==> config.mk <==
export PLATFORM = sky130hd
export DESIGN_NAME = vic_controller
export DESIGN_NICKNAME = d
export VERILOG_FILES = /design/src/verilog/vic_pkg.sv /design/src/verilog/vic_controller.sv /design/src/verilog/vic_noise_filter.sv /design/src/verilog/vic_save_area.sv
export SDC_FILE = /design/constraint.sdc
export NUM_CORES = 1
export LEC_CHECK = 0
export BUFFER_PORTS_ARGS = -buffer_cell sky130_fd_sc_hd__buf_2
export CAP_MARGIN = 20
export CORE_UTILIZATION = 40
export DETAILED_ROUTE_END_ITERATION = 8
export HOLD_SLACK_MARGIN = 0.03
export PLACE_DENSITY = 0.66
export SKIP_CTS_REPAIR_TIMING = 1
export SLEW_MARGIN = 20
export SYNTH_ARGS = -nofsm -noshare
export SYNTH_HDL_FRONTEND = slang
export SYNTH_SLANG_ARGS = --single-unit
==> constraint.sdc <==
create_clock -name clk -period 2.1 [get_ports clk]
set_clock_uncertainty 0.2 [all_clocks]
set_input_delay 0.105 -clock clk [delete_from_list [all_inputs] [get_ports clk]]
set_output_delay 0.105 -clock clk [all_outputs]
set_load 0.01 [all_outputs]
==> src/verilog/vic_pkg.sv <==
// Purpose: constants shared by the vectored interrupt controller
// Assumes: byte address on the bus is four times the register index
// Notes: status registers sit at indexes 0x0e and 0x0f
package vic_pkg;
  localparam int REG_IDX_W = 6;
  localparam logic [5:0] SEC_STATUS_IDX = 6'h0e;
  localparam logic [5:0] PRI_STATUS_IDX = 6'h0f;
  localparam logic [5:0] PRI_MASK_IDX = 6'h10;
  localparam logic [5:0] SEC_MASK_IDX = 6'h11;
  localparam logic [5:0] CONTROL_IDX = 6'h12;
  localparam logic [5:0] CORE_STATE_IDX = 6'h13;

  localparam logic [7:0] STATUS_RESET = 8'h00;
  localparam logic [7:0] MASK_RESET = 8'h00;
  localparam logic [7:0] CONTROL_RESET = 8'h00;
  localparam logic [7:0] PORT5_REF_RESET = 8'hff;

  // primary flag positions
  localparam int PRI_MAIN_BIT = 0;
  localparam int PRI_PIN_BIT = 1;
  localparam int PRI_EXT_BIT = 2;
  localparam int PRI_TA_BIT = 3;
  localparam int PRI_TB_BIT = 4;
  localparam int PRI_TC_BIT = 5;
  localparam int PRI_HIGH_BIT = 6;
  localparam int PRI_LOW_BIT = 7;
  // secondary positions
  localparam int SEC_INPUT_CHANGE_WAKE_ENABLE_BIT = 1;
  localparam int SEC_COMPARATOR_WAKE_ENABLE_BIT = 2;
  localparam int SEC_CONVERSION_WAKE_ENABLE_BIT = 3;
  localparam int SEC_CMP_BIT = 4;
  localparam int SEC_ADC_BIT = 5;
  localparam logic [7:0] SEC_RW_MASK = 8'h3e;
  // control positions
  localparam int CTL_EDGE_BIT = 0;
  localparam int CTL_LXT_BIT = 1;

  localparam int NOISE_REJECT_CYCLES = 8;
  localparam int NUM_SOURCES = 10;
  localparam int VEC_W = 10;
  // indexed by priority, 0 is highest
  localparam logic [9:0] VECTOR_TABLE [0:9] = '{
    10'h003, 10'h006, 10'h009, 10'h00c, 10'h00f,
    10'h012, 10'h015, 10'h018, 10'h01b, 10'h01e
  };
endpackage

==> src/verilog/vic_controller.sv <==
// Purpose: vectored interrupt controller with flag, mask and save logic
// Assumes: event inputs are one-cycle pulses synchronous to clk
// Notes: arst_n covers power-on, reset pin and watchdog reset
module vic_controller (
  input wire logic clk,
  input wire logic arst_n,
  // wishbone classic slave
  input wire logic wb_cyc_i,
  input wire logic wb_stb_i,
  input wire logic wb_we_i,
  input wire logic [7:0] wb_adr_i,
  input wire logic [3:0] wb_sel_i,
  input wire logic [31:0] wb_dat_i,
  output logic [31:0] wb_dat_o,
  output logic wb_ack_o,
  // interrupt sources
  input wire logic ext_int_pin,
  input wire logic [7:0] port5_pins,
  input wire logic port5_read,
  input wire logic main_timer_ovf,
  input wire logic timer_a_ovf,
  input wire logic timer_b_ovf,
  input wire logic timer_c_ovf,
  input wire logic conversion_done,
  input wire logic comparator_change,
  input wire logic high_pulse_underflow,
  input wire logic low_pulse_underflow,
  // core side
  input wire logic enable_interrupts_instr,
  input wire logic disable_interrupts_instr,
  input wire logic return_from_interrupt_instr,
  input wire logic sleep_instr,
  input wire logic int_ack,
  input wire logic [7:0] accumulator_in,
  input wire logic [7:0] processor_status_in,
  input wire logic [7:0] bank_select_in,
  output logic int_request,
  output logic [vic_pkg::VEC_W-1:0] int_vector,
  output logic wake_up,
  output logic asleep,
  output logic restore_valid,
  output logic [7:0] accumulator_out,
  output logic [7:0] processor_status_out,
  output logic [7:0] bank_select_out
);
  import vic_pkg::*;

  typedef enum logic [1:0] {ST_RUN, ST_SLEEP, ST_SERVICE} vic_state_type;
  vic_state_type state;
  vic_state_type next_state;

  logic [7:0] primary_flag_reg;
  logic [7:0] secondary_flag_reg;
  logic [7:0] primary_mask_reg;
  logic [7:0] secondary_mask_reg;
  logic [7:0] control_register;
  logic [7:0] port5_ref;
  logic global_enable;
  logic wake_armed;
  logic ext_filtered_q;
  logic ext_filtered;
  logic ext_prev;

  // bus decode
  wire [REG_IDX_W-1:0] reg_idx = wb_adr_i[7:2];
  wire bus_req = wb_cyc_i && wb_stb_i && !wb_ack_o;
  wire bus_wr = bus_req && wb_we_i && wb_sel_i[0];
  wire wr_pri_status = bus_wr && (reg_idx == PRI_STATUS_IDX);
  wire wr_sec_status = bus_wr && (reg_idx == SEC_STATUS_IDX);
  wire wr_pri_mask = bus_wr && (reg_idx == PRI_MASK_IDX);
  wire wr_sec_mask = bus_wr && (reg_idx == SEC_MASK_IDX);
  wire wr_control = bus_wr && (reg_idx == CONTROL_IDX);
  wire [7:0] wdata = wb_dat_i[7:0];

  // external input path
  wire lxt_mode = control_register[CTL_LXT_BIT];
  wire ext_edge_select = control_register[CTL_EDGE_BIT];

  vic_noise_filter #(
    .LEN(NOISE_REJECT_CYCLES)
  ) u_filter (
    .clk(clk),
    .arst_n(arst_n),
    .din(ext_int_pin),
    .dout(ext_filtered_q)
  );

  assign ext_filtered = lxt_mode ? ext_int_pin : ext_filtered_q;
  // edge select 0 = rising, 1 = falling
  wire ext_rise = ext_filtered && !ext_prev;
  wire ext_fall = !ext_filtered && ext_prev;
  wire ext_event = ext_edge_select ? ext_fall : ext_rise;

  // pin-change detector against the last read reference
  wire pin_changed = |(port5_pins ^ port5_ref);
  // unlike the other flags, pin change only latches when its mask is set
  wire pin_event = pin_changed && primary_mask_reg[PRI_PIN_BIT];

  // hardware set terms
  logic [7:0] pri_set;
  always_comb begin
    pri_set = 8'h00;
    pri_set[PRI_MAIN_BIT] = main_timer_ovf;
    pri_set[PRI_PIN_BIT] = pin_event;
    pri_set[PRI_EXT_BIT] = ext_event;
    pri_set[PRI_TA_BIT] = timer_a_ovf;
    pri_set[PRI_TB_BIT] = timer_b_ovf;
    pri_set[PRI_TC_BIT] = timer_c_ovf;
    pri_set[PRI_HIGH_BIT] = high_pulse_underflow;
    pri_set[PRI_LOW_BIT] = low_pulse_underflow;
  end

  logic [7:0] sec_set;
  always_comb begin
    sec_set = 8'h00;
    sec_set[SEC_ADC_BIT] = conversion_done;
    sec_set[SEC_CMP_BIT] = comparator_change;
  end

  // set wins over a clearing write in the same cycle
  wire [7:0] next_pri_flags = (wr_pri_status ? wdata : primary_flag_reg) | pri_set;
  wire [7:0] next_sec_flags =
    ((wr_sec_status ? wdata : secondary_flag_reg) | sec_set) & SEC_RW_MASK;

  // pending, in priority order
  wire [7:0] pri_pending = primary_flag_reg & primary_mask_reg;
  wire [7:0] sec_pending = secondary_flag_reg & secondary_mask_reg;
  logic [NUM_SOURCES-1:0] pending;
  always_comb begin
    pending[0] = pri_pending[PRI_EXT_BIT];
    pending[1] = pri_pending[PRI_PIN_BIT];
    pending[2] = pri_pending[PRI_MAIN_BIT];
    pending[3] = sec_pending[SEC_ADC_BIT];
    pending[4] = sec_pending[SEC_CMP_BIT];
    pending[5] = pri_pending[PRI_HIGH_BIT];
    pending[6] = pri_pending[PRI_LOW_BIT];
    pending[7] = pri_pending[PRI_TA_BIT];
    pending[8] = pri_pending[PRI_TB_BIT];
    pending[9] = pri_pending[PRI_TC_BIT];
  end

  logic [VEC_W-1:0] chosen_vector;
  always_comb begin
    chosen_vector = VECTOR_TABLE[0];
    // scan from lowest so the highest pending wins
    for (int i = NUM_SOURCES - 1; i >= 0; i--) begin
      if (pending[i]) begin
        chosen_vector = VECTOR_TABLE[i];
      end
    end
  end

  wire any_pending = |pending;
  wire accept = int_request && int_ack;

  // wake sources while asleep
  wire pin_wake = pin_changed && wake_armed;
  wire adc_wake = conversion_done && secondary_mask_reg[SEC_CONVERSION_WAKE_ENABLE_BIT] == 1'b0 &&
                  secondary_flag_reg[SEC_CONVERSION_WAKE_ENABLE_BIT];
  wire cmp_wake = comparator_change && secondary_flag_reg[SEC_COMPARATOR_WAKE_ENABLE_BIT];
  wire wake_now = (state == ST_SLEEP) && (pin_wake || adc_wake || cmp_wake);

  always_comb begin
    next_state = state;
    unique case (state)
      ST_RUN: begin
        if (accept) begin
          next_state = ST_SERVICE;
        end else if (sleep_instr) begin
          next_state = ST_SLEEP;
        end
      end
      ST_SLEEP: begin
        if (wake_now) begin
          next_state = ST_RUN;
        end
      end
      ST_SERVICE: begin
        if (return_from_interrupt_instr) begin
          next_state = ST_RUN;
        end else if (sleep_instr) begin
          next_state = ST_SLEEP;
        end
      end
    endcase
  end

  always_ff @(posedge clk or negedge arst_n) begin
    if (!arst_n) begin
      state <= ST_RUN;
    end else begin
      state <= next_state;
    end
  end

  // status and configuration registers
  always_ff @(posedge clk or negedge arst_n) begin
    if (!arst_n) begin
      primary_flag_reg <= STATUS_RESET;
      secondary_flag_reg <= STATUS_RESET;
      primary_mask_reg <= MASK_RESET;
      secondary_mask_reg <= MASK_RESET;
      control_register <= CONTROL_RESET;
    end else begin
      primary_flag_reg <= next_pri_flags;
      secondary_flag_reg <= next_sec_flags;
      if (wr_pri_mask) begin
        primary_mask_reg <= wdata;
      end
      if (wr_sec_mask) begin
        secondary_mask_reg <= wdata;
      end
      if (wr_control) begin
        control_register <= wdata;
      end
    end
  end

  // port 5 reference and edge history
  always_ff @(posedge clk or negedge arst_n) begin
    if (!arst_n) begin
      port5_ref <= PORT5_REF_RESET;
      ext_prev <= 1'b0;
    end else begin
      ext_prev <= ext_filtered;
      if (port5_read) begin
        port5_ref <= port5_pins;
      end
    end
  end

  // global enable; accept beats a same-cycle enable instruction
  always_ff @(posedge clk or negedge arst_n) begin
    if (!arst_n) begin
      global_enable <= 1'b0;
    end else if (accept || disable_interrupts_instr) begin
      global_enable <= 1'b0;
    end else if (enable_interrupts_instr || return_from_interrupt_instr) begin
      global_enable <= 1'b1;
    end
  end

  // the pin-change enable is frozen at the sleep instruction
  always_ff @(posedge clk or negedge arst_n) begin
    if (!arst_n) begin
      wake_armed <= 1'b0;
    end else if (sleep_instr && state != ST_SLEEP) begin
      wake_armed <= primary_mask_reg[PRI_PIN_BIT];
    end
  end

  // request toward the core; withdrawn the cycle after accept
  always_ff @(posedge clk or negedge arst_n) begin
    if (!arst_n) begin
      int_request <= 1'b0;
      int_vector <= VECTOR_TABLE[0];
      wake_up <= 1'b0;
      asleep <= 1'b0;
      restore_valid <= 1'b0;
    end else begin
      // with enable off after wake the core just continues inline
      int_request <= global_enable && any_pending && !accept;
      int_vector <= chosen_vector;
      wake_up <= wake_now;
      asleep <= (next_state == ST_SLEEP);
      restore_valid <= return_from_interrupt_instr && state == ST_SERVICE;
    end
  end

  vic_save_area u_save (
    .clk(clk),
    .arst_n(arst_n),
    .save(accept),
    .accumulator_in(accumulator_in),
    .processor_status_in(processor_status_in),
    .bank_select_in(bank_select_in),
    .accumulator_out(accumulator_out),
    .processor_status_out(processor_status_out),
    .bank_select_out(bank_select_out)
  );

  // read mux
  logic [7:0] rdata;
  always_comb begin
    unique case (reg_idx)
      PRI_STATUS_IDX: rdata = primary_flag_reg & primary_mask_reg;
      SEC_STATUS_IDX: rdata = secondary_flag_reg & SEC_RW_MASK;
      PRI_MASK_IDX: rdata = primary_mask_reg;
      SEC_MASK_IDX: rdata = secondary_mask_reg;
      CONTROL_IDX: rdata = control_register;
      CORE_STATE_IDX: rdata = {5'h00, state == ST_SERVICE, state == ST_SLEEP, global_enable};
      default: rdata = 8'h00;
    endcase
  end

  // one wait state; unmapped indexes ack with zero
  always_ff @(posedge clk or negedge arst_n) begin
    if (!arst_n) begin
      wb_ack_o <= 1'b0;
      wb_dat_o <= 32'h0000_0000;
    end else begin
      wb_ack_o <= bus_req;
      wb_dat_o <= bus_req ? {24'h00_0000, rdata} : 32'h0000_0000;
    end
  end
endmodule // vic_controller

==> src/verilog/vic_noise_filter.sv <==
// Purpose: digital noise rejection for the external interrupt input
// Assumes: input synchronous to clk
// Notes: output follows input only after it held a new level LEN clocks
module vic_noise_filter #(
  parameter int LEN = vic_pkg::NOISE_REJECT_CYCLES
) (
  input wire logic clk,
  input wire logic arst_n,
  input wire logic din,
  output logic dout
);
  import vic_pkg::*;
  localparam int CW = $clog2(LEN + 1);
  localparam logic [CW-1:0] LAST = CW'(LEN - 1);
  logic [CW-1:0] count;
  wire differs = din != dout;

  always_ff @(posedge clk or negedge arst_n) begin
    if (!arst_n) begin
      count <= '0;
      dout <= 1'b0;
    end else if (!differs) begin
      count <= '0;
    end else if (count == LAST) begin
      count <= '0;
      dout <= din;
    end else begin
      count <= count + 1'b1;
    end
  end
endmodule // vic_noise_filter

==> src/verilog/vic_save_area.sv <==
// Purpose: single-copy context save area for interrupt entry
// Assumes: save is a one-cycle pulse
// Notes: no stacking; nested entry loses the outer context
module vic_save_area (
  input wire logic clk,
  input wire logic arst_n,
  input wire logic save,
  input wire logic [7:0] accumulator_in,
  input wire logic [7:0] processor_status_in,
  input wire logic [7:0] bank_select_in,
  output logic [7:0] accumulator_out,
  output logic [7:0] processor_status_out,
  output logic [7:0] bank_select_out
);
  import vic_pkg::*;
  always_ff @(posedge clk or negedge arst_n) begin
    if (!arst_n) begin
      accumulator_out <= 8'h00;
      processor_status_out <= 8'h00;
      bank_select_out <= 8'h00;
    end else if (save) begin
      accumulator_out <= accumulator_in;
      processor_status_out <= processor_status_in;
      bank_select_out <= bank_select_in;
    end
  end
endmodule // vic_save_area

# Word-level counts from Yosys, hierarchy flattened
# Cells that the tools add are included.
# totals
regBits	102
inputBits	96
elab_cells	101
# op_classes
add_sub_neg	1
eq_ne	12
mux	25
n_bitwise	6
n_reduce_logical	35
# op_table
operator	count
10-bit two-way mux	5
8-bit case mux with 6 select lines	1
5-bit two-way mux	5
6-bit by 5-bit == test with 1-bit output (second input constant)	4
1-bit logical AND	22
8-bit two-way mux	2
6-bit by 4-bit == test with 1-bit output (second input constant)	2
10-bit OR reduction	1
8-bit bitwise AND	1
2-bit two-way mux	4
4-bit two-way mux	2
8-bit bitwise OR	1
8-bit OR reduction	1
8-bit bitwise XOR	1
6-bit bitwise AND	1
6-bit two-way mux	1
6-bit bitwise OR	1
2-bit case mux with 3 select lines	1
4-bit by 1-bit adder with 4-bit output (second input constant)	1
2-bit by 1-bit == test with 1-bit output (second input constant)	2
4-bit by 3-bit == test with 1-bit output (second input constant)	1
1-bit zero test	4
1-bit logical OR	4
1-bit two-way mux	4
7 further kinds	7

# Longest topological paths before layout
# logic_depth
word_depth	11
mapped_depth	8

# Cells and area by module
# From an unflattened synthesis, not the netlist that was laid out.
# hier_totals
cells_unflattened	366
area_unflattened_um2	4712.0
# by_module_without_submodules
mod	instances	cells_per_inst	area_per_inst_um2	seq_area_each_um2
vic_controller	1	298	3479.6	1714.1
vic_save_area	1	51	997.2	600.6
vic_noise_filter	1	17	235.2	125.1

# Worst setup path before layout
# OpenSTA, ideal clock, no wires.
# synth_timing
path_type	flip-flop to flip-flop
from	reg state[0]
to	reg asleep
setup_time_ps	111
t_arrival_ps	1547
path_slack_ps	242
path_stages_with_launch	6
cell_sequence	dfrtp_1 inv_1 ha_1 a2111oi_1 nor2_1 a2111oi_2
# synth_via
elab_chain_len	5
elab_cells_between_ends	10
# synth_rtl
item	line	source
from (decl)	vic_controller.sv:49	vic_state_type state;
from (signal assigned)	vic_controller.sv:192	state <= next_state;
2-bit by 1-bit == test with 1-bit output	vic_controller.sv:161, vic_controller.sv:165	
1-bit logical AND	vic_controller.sv:161	wire wake_now = (state == ST_SLEEP) && (pin_wake || adc_wake || cmp_wake);
2-bit two-way mux	vic_controller.sv:174	if (wake_now) begin
2-bit case mux with 3 select lines (*)	vic_controller.sv:165	unique case (state)
2-bit by 1-bit == test with 1-bit output (*)	vic_controller.sv:265	asleep <= (next_state == ST_SLEEP);
to (signal assigned)	vic_controller.sv:265	
to (decl)	vic_controller.sv:40	output logic asleep,
# Every way passes the cells marked *; elsewhere a longest branch is shown, timed or not.
# A chain may end at the register's enable or synchronous reset.

# Worst setup path after layout
# layout_timing
from	reg port5_ref[2]
to	reg asleep
# layout_via
elab_chain_len	9
# layout_rtl
item	line	source
from (decl)	vic_controller.sv:57	logic [7:0] port5_ref;
from (signal assigned)	vic_controller.sv:227	port5_ref <= port5_pins;
8-bit bitwise XOR	vic_controller.sv:95	wire pin_changed = |(port5_pins ^ port5_ref);
8-bit OR reduction	vic_controller.sv:95	
1-bit logical AND	vic_controller.sv:157	wire pin_wake = pin_changed && wake_armed;
1-bit logical OR (2 in a row)	vic_controller.sv:161	
1-bit logical AND	vic_controller.sv:161	
2-bit two-way mux	vic_controller.sv:174	
2-bit case mux with 3 select lines	vic_controller.sv:165	
net next_state[1]	vic_controller.sv:50	vic_state_type next_state;
2-bit by 1-bit == test with 1-bit output	vic_controller.sv:265	
# The timed path passes the listed nets, and every way through them passes these cells.

==> implementation parameters <==
Parameter                              Value

Synth
  Parity-gate share of the synthesized area counting xor and xnor cells ... 1.923%
  Post-synthesis compound-gate area fraction ... 9.698%
  Cell count after synthesis ... between 300 and 400
  Share of synthesized cell area in full adder, half adder and majority cells ... less than 1%
  Cell area after synthesis ... 0.004554 mm2
  Largest family of logic cells by synthesized area ... multiplexers
  Ys async rst share ... 100.0%
  Fraction of synthesized area in multiplexers ... about 16%
  Average footprint of a synthesized cell ... 12.24 um2
  Number of distinct library cells after synthesis ... 55
  Fraction of the mapped netlist area in simple logic gates ... between 10% and 20%
  Primary FF master, synth ... sky130_fd_sc_hd__dfrtp_1
  Share of synthesized area occupied by flip-flops and latches ... approximately 54%
  Count of synthesis-stage warnings from yosys ... 0
  Number of enable-type register cells in the synthesized netlist ... 0
  Number of storage elements in the synthesis netlist ... 97

Worst setup path
  Type of the worst setup path ... reg -> reg
  Critical Path End Type ... flop
  Largest delay share family, worst path ... compound AO/OA/AOI/OAI gates
  Worst-path cell chain ... xor2_1 -> nor4_2 -> a21boi_2 -> o22ai_1 -> a2111oi_2
  Worst-path cell with the longest stage delay ... sky130_fd_sc_hd__dfstp_2
  Delay of the slowest critical-path stage ... 0.54 ns
  Worst path buffer plus inverter count ... 0
  Peak fanout along the critical path ... 4
  Data required time at the worst endpoint ... about 2.1 ns
  Arrival time of the worst setup path ... about 2.0 ns
  Startpoint class of the critical path ... flop

Placed design
  Placer's final routability congestion estimate ... about 0.8
  HPWL Detailed ... between 7000 and 8000 um
  # port buffers ... ~110

Power
  Largest vdd supply drop ... between 500 and 600 uV
  Overall power of the completed layout ... 5.218 mW
  Leakage power figure ... between 3 and 4 nW
  Power density over cell area ... roughly 850 mW/mm2

Global route
  Total routing resource utilization after global routing ... ~17%
  Initial antenna violation count ... 0
  Largest net degree at the start of global routing ... 43
  Remaining global-route overflow ... 0
  Global-route wire length before repair ... around 16000 um
  Via count of the first global-routing pass ... about 3100

Final layout
  Antenna diodes ... 0
  Commonest non-fill, non-tap cell in the layout ... sky130_fd_sc_hd__buf_2
  Total Nets Final ... 653
  Area growth syn-to-layout ... 34.89%
  Fraction of layout cells with a size suffix above 1 ... about 40%
  Leading cell types in the layout, fill and taps excluded ... sky130_fd_sc_hd__buf_2, sky130_fd_sc_hd__dfrtp_1, sky130_fd_sc_hd__dlygate4sd3_1, sky130_fd_sc_hd__mux2_2, sky130_fd_sc_hd__conb_1

Clock network
  Clock-pin slew reported for the worst setup and hold paths after clock tree synthesis ... around 0.060 ns
  Clock insertion delay at the later pin of the skew report ... ~0.34 ns
  Worst-case clock buffer depth ... 2
  Inserted Clock Buffers ... 9
  CTS HTree Levels ... 3
  Number of clock sinks seen by CTS ... just under 100
  CTS tree ... done
  Root Buffer Master ... sky130_fd_sc_hd__clkbuf_16

Routing
  Drt drc ... 0
  Routed wire length per instance ... about 15 um
  Vias post-DR ... between 3000 and 4000
  Number of iterations in the first detailed-routing pass ... 4
  Drt via density ... 4.884
  Number of nets with antenna violations after detailed routing ... 0
  Violation count after the first detailed-routing iteration ... between 100 and 150
  Final Routed Wirelength ... about 11000 um

Timing
  Worst-Margin Slew ... approximately 0.55 ns
  Hold Violations, Final ... 0
  Number of setup violations in the final report ... 0
  Tightest slew margin relative to the limit ... between 60% and 70%
  Final min period ... 1.970 ns
  Total negative slack for setup checks ... 0 ns
  Achievable frequency ... roughly 500 MHz
  Share of the clock period used by the worst path after layout ... a little over nine tenths
  Number of max-slew violations in the final report ... 0

Die
  Die W ... 108.7 um
  Boundary pin count ... about 170
  Vertical die dimension ... 108.7 um
  Area inside the core boundary ... between 0.01 and 0.015 mm2
  Starting density of the core ... about 41%
  Number of rows in the core area ... 38
  Die Area ... around 0.012 mm2

Min path
  Class of the tightest hold or removal check ... in -> reg

Status
  Status ... completed

Job
  Max-cap violations ... 0
synthesized netlist by cell type, types with 2 or more instances:
cell type                   n  area [um2]
sky130_fd_sc_hd__o21ai_0    5       25.02
sky130_fd_sc_hd__dfrtp_1   87        2177
sky130_fd_sc_hd__nand2_1   24       90.09
sky130_fd_sc_hd__a22oi_1    3       22.52
sky130_fd_sc_hd__a21oi_1    8       40.04
sky130_fd_sc_hd__and2_1     3       18.77
sky130_fd_sc_hd__mux2_2    62       698.2
sky130_fd_sc_hd__buf_6      3       33.78
sky130_fd_sc_hd__nor2_4     2       22.52
sky130_fd_sc_hd__ha_1       3       37.54
sky130_fd_sc_hd__nand3_2    3       30.03
sky130_fd_sc_hd__nor4_1     2       12.51
sky130_fd_sc_hd__and3_2     2       15.01
sky130_fd_sc_hd__clkbuf_1   2       7.510
sky130_fd_sc_hd__nor3_1     6       30.03
sky130_fd_sc_hd__a21boi_0   3       22.52
sky130_fd_sc_hd__xnor2_1    2       17.52
sky130_fd_sc_hd__a32oi_1    3       26.28
sky130_fd_sc_hd__nor2_1    17       63.81
sky130_fd_sc_hd__a211oi_1   2       15.01
sky130_fd_sc_hd__buf_2      4       20.02
sky130_fd_sc_hd__buf_4     31       232.7
sky130_fd_sc_hd__dfstp_2   10       262.8
sky130_fd_sc_hd__a31oi_1    4       25.02
sky130_fd_sc_hd__a211o_1    9       78.83
sky130_fd_sc_hd__mux2i_1    2       20.02
sky130_fd_sc_hd__xor2_1     8       70.07
sky130_fd_sc_hd__inv_1     16       60.06
sky130_fd_sc_hd__a221oi_1  10       87.58
sky130_fd_sc_hd__nand3_1   11       55.05
cell type report:
| cell class | count | area (um2) |
|---|---|---|
| clock buffer | 14 | 254.0 |
| fill | 931 | 4840 |
| clock inverter | 2 | 37.54 |
| inverter | 17 | 63.81 |
| multi-input combinational | 246 | 1884 |
| sequential | 97 | 2440 |
| timing repair buffer | 183 | 1289 |
| tap | 140 | 175.2 |
worst register-to-register path: cells and delay by family, from the launching register on:
family	cells	cell delay [ns]
AOI/OAI and AO/OA	3	0.81
and+or+nand+nor	1	0.10
DFF	1	0.54
xor gates and xnor gates	1	0.20
through the flow:
step	util, %	setup slack (ns)	hold slack (ns)	cell area [um2]	instances
global route	55.94	-0.006779	0.06355	6143	699
detailed placement	46.88	0.01762	-0.06877	5149	615
floorplan	-	0.2421	-0.3906	4659	400
CTS	49.53	-0.06947	-0.4306	5440	631
finish	55.94	0.1304	0.04799	6143	699
global placement	46.88	0.09563	-0.07149	5149	615
per-layer routing:
layer / routed length, um / vias up / GRT usage (%)
li1: - / 1630 / -
met5: 0 / - / 0
met2: 5095 / 127 / 28.80
met1: 4816 / 1642 / 22.70
met4: 157 / 0 / 7.046
met3: 620 / 15 / 2.929
cell families (layout without fill, tap and decap cells):
group | Yosys count | after routing
adders and majority gates | 3 | 3
other | 1 | 29
muxes | 64 | 64
buffers and inverters | 57 | 216
DFF | 97 | 97
and+or+nand+nor | 82 | 82
AOI/OAI and AO/OA | 58 | 58
xor gates and xnor gates | 10 | 10
worst paths after layout:
kind                                        start                 to  slack (ns)  depth (start not counted)
worst max-delay path                 port5_ref[2]             asleep        0.13                          5
worst min-delay path                  wb_adr_i[7]        wb_dat_o[6]        0.05                          3
worst max register to register       port5_ref[2]             asleep        0.13                          5
worst min register to register  u_filter.count[0]  u_filter.count[0]        0.29                          1
max in group asynchronous                  arst_n      global_enable        0.95                          3
min in group asynchronous                  arst_n             asleep        0.10                          2
power breakdown:
part           switching (mW)  internal [mW]  total [mW]  leakage (nW)
registers               0.171           2.21        2.38          1.23
clock network           0.646          0.958        1.60         0.137
logic                   0.605          0.628        1.23          1.66
total                    1.42           3.80        5.22          3.02
(Power assumes the default switching activity.)
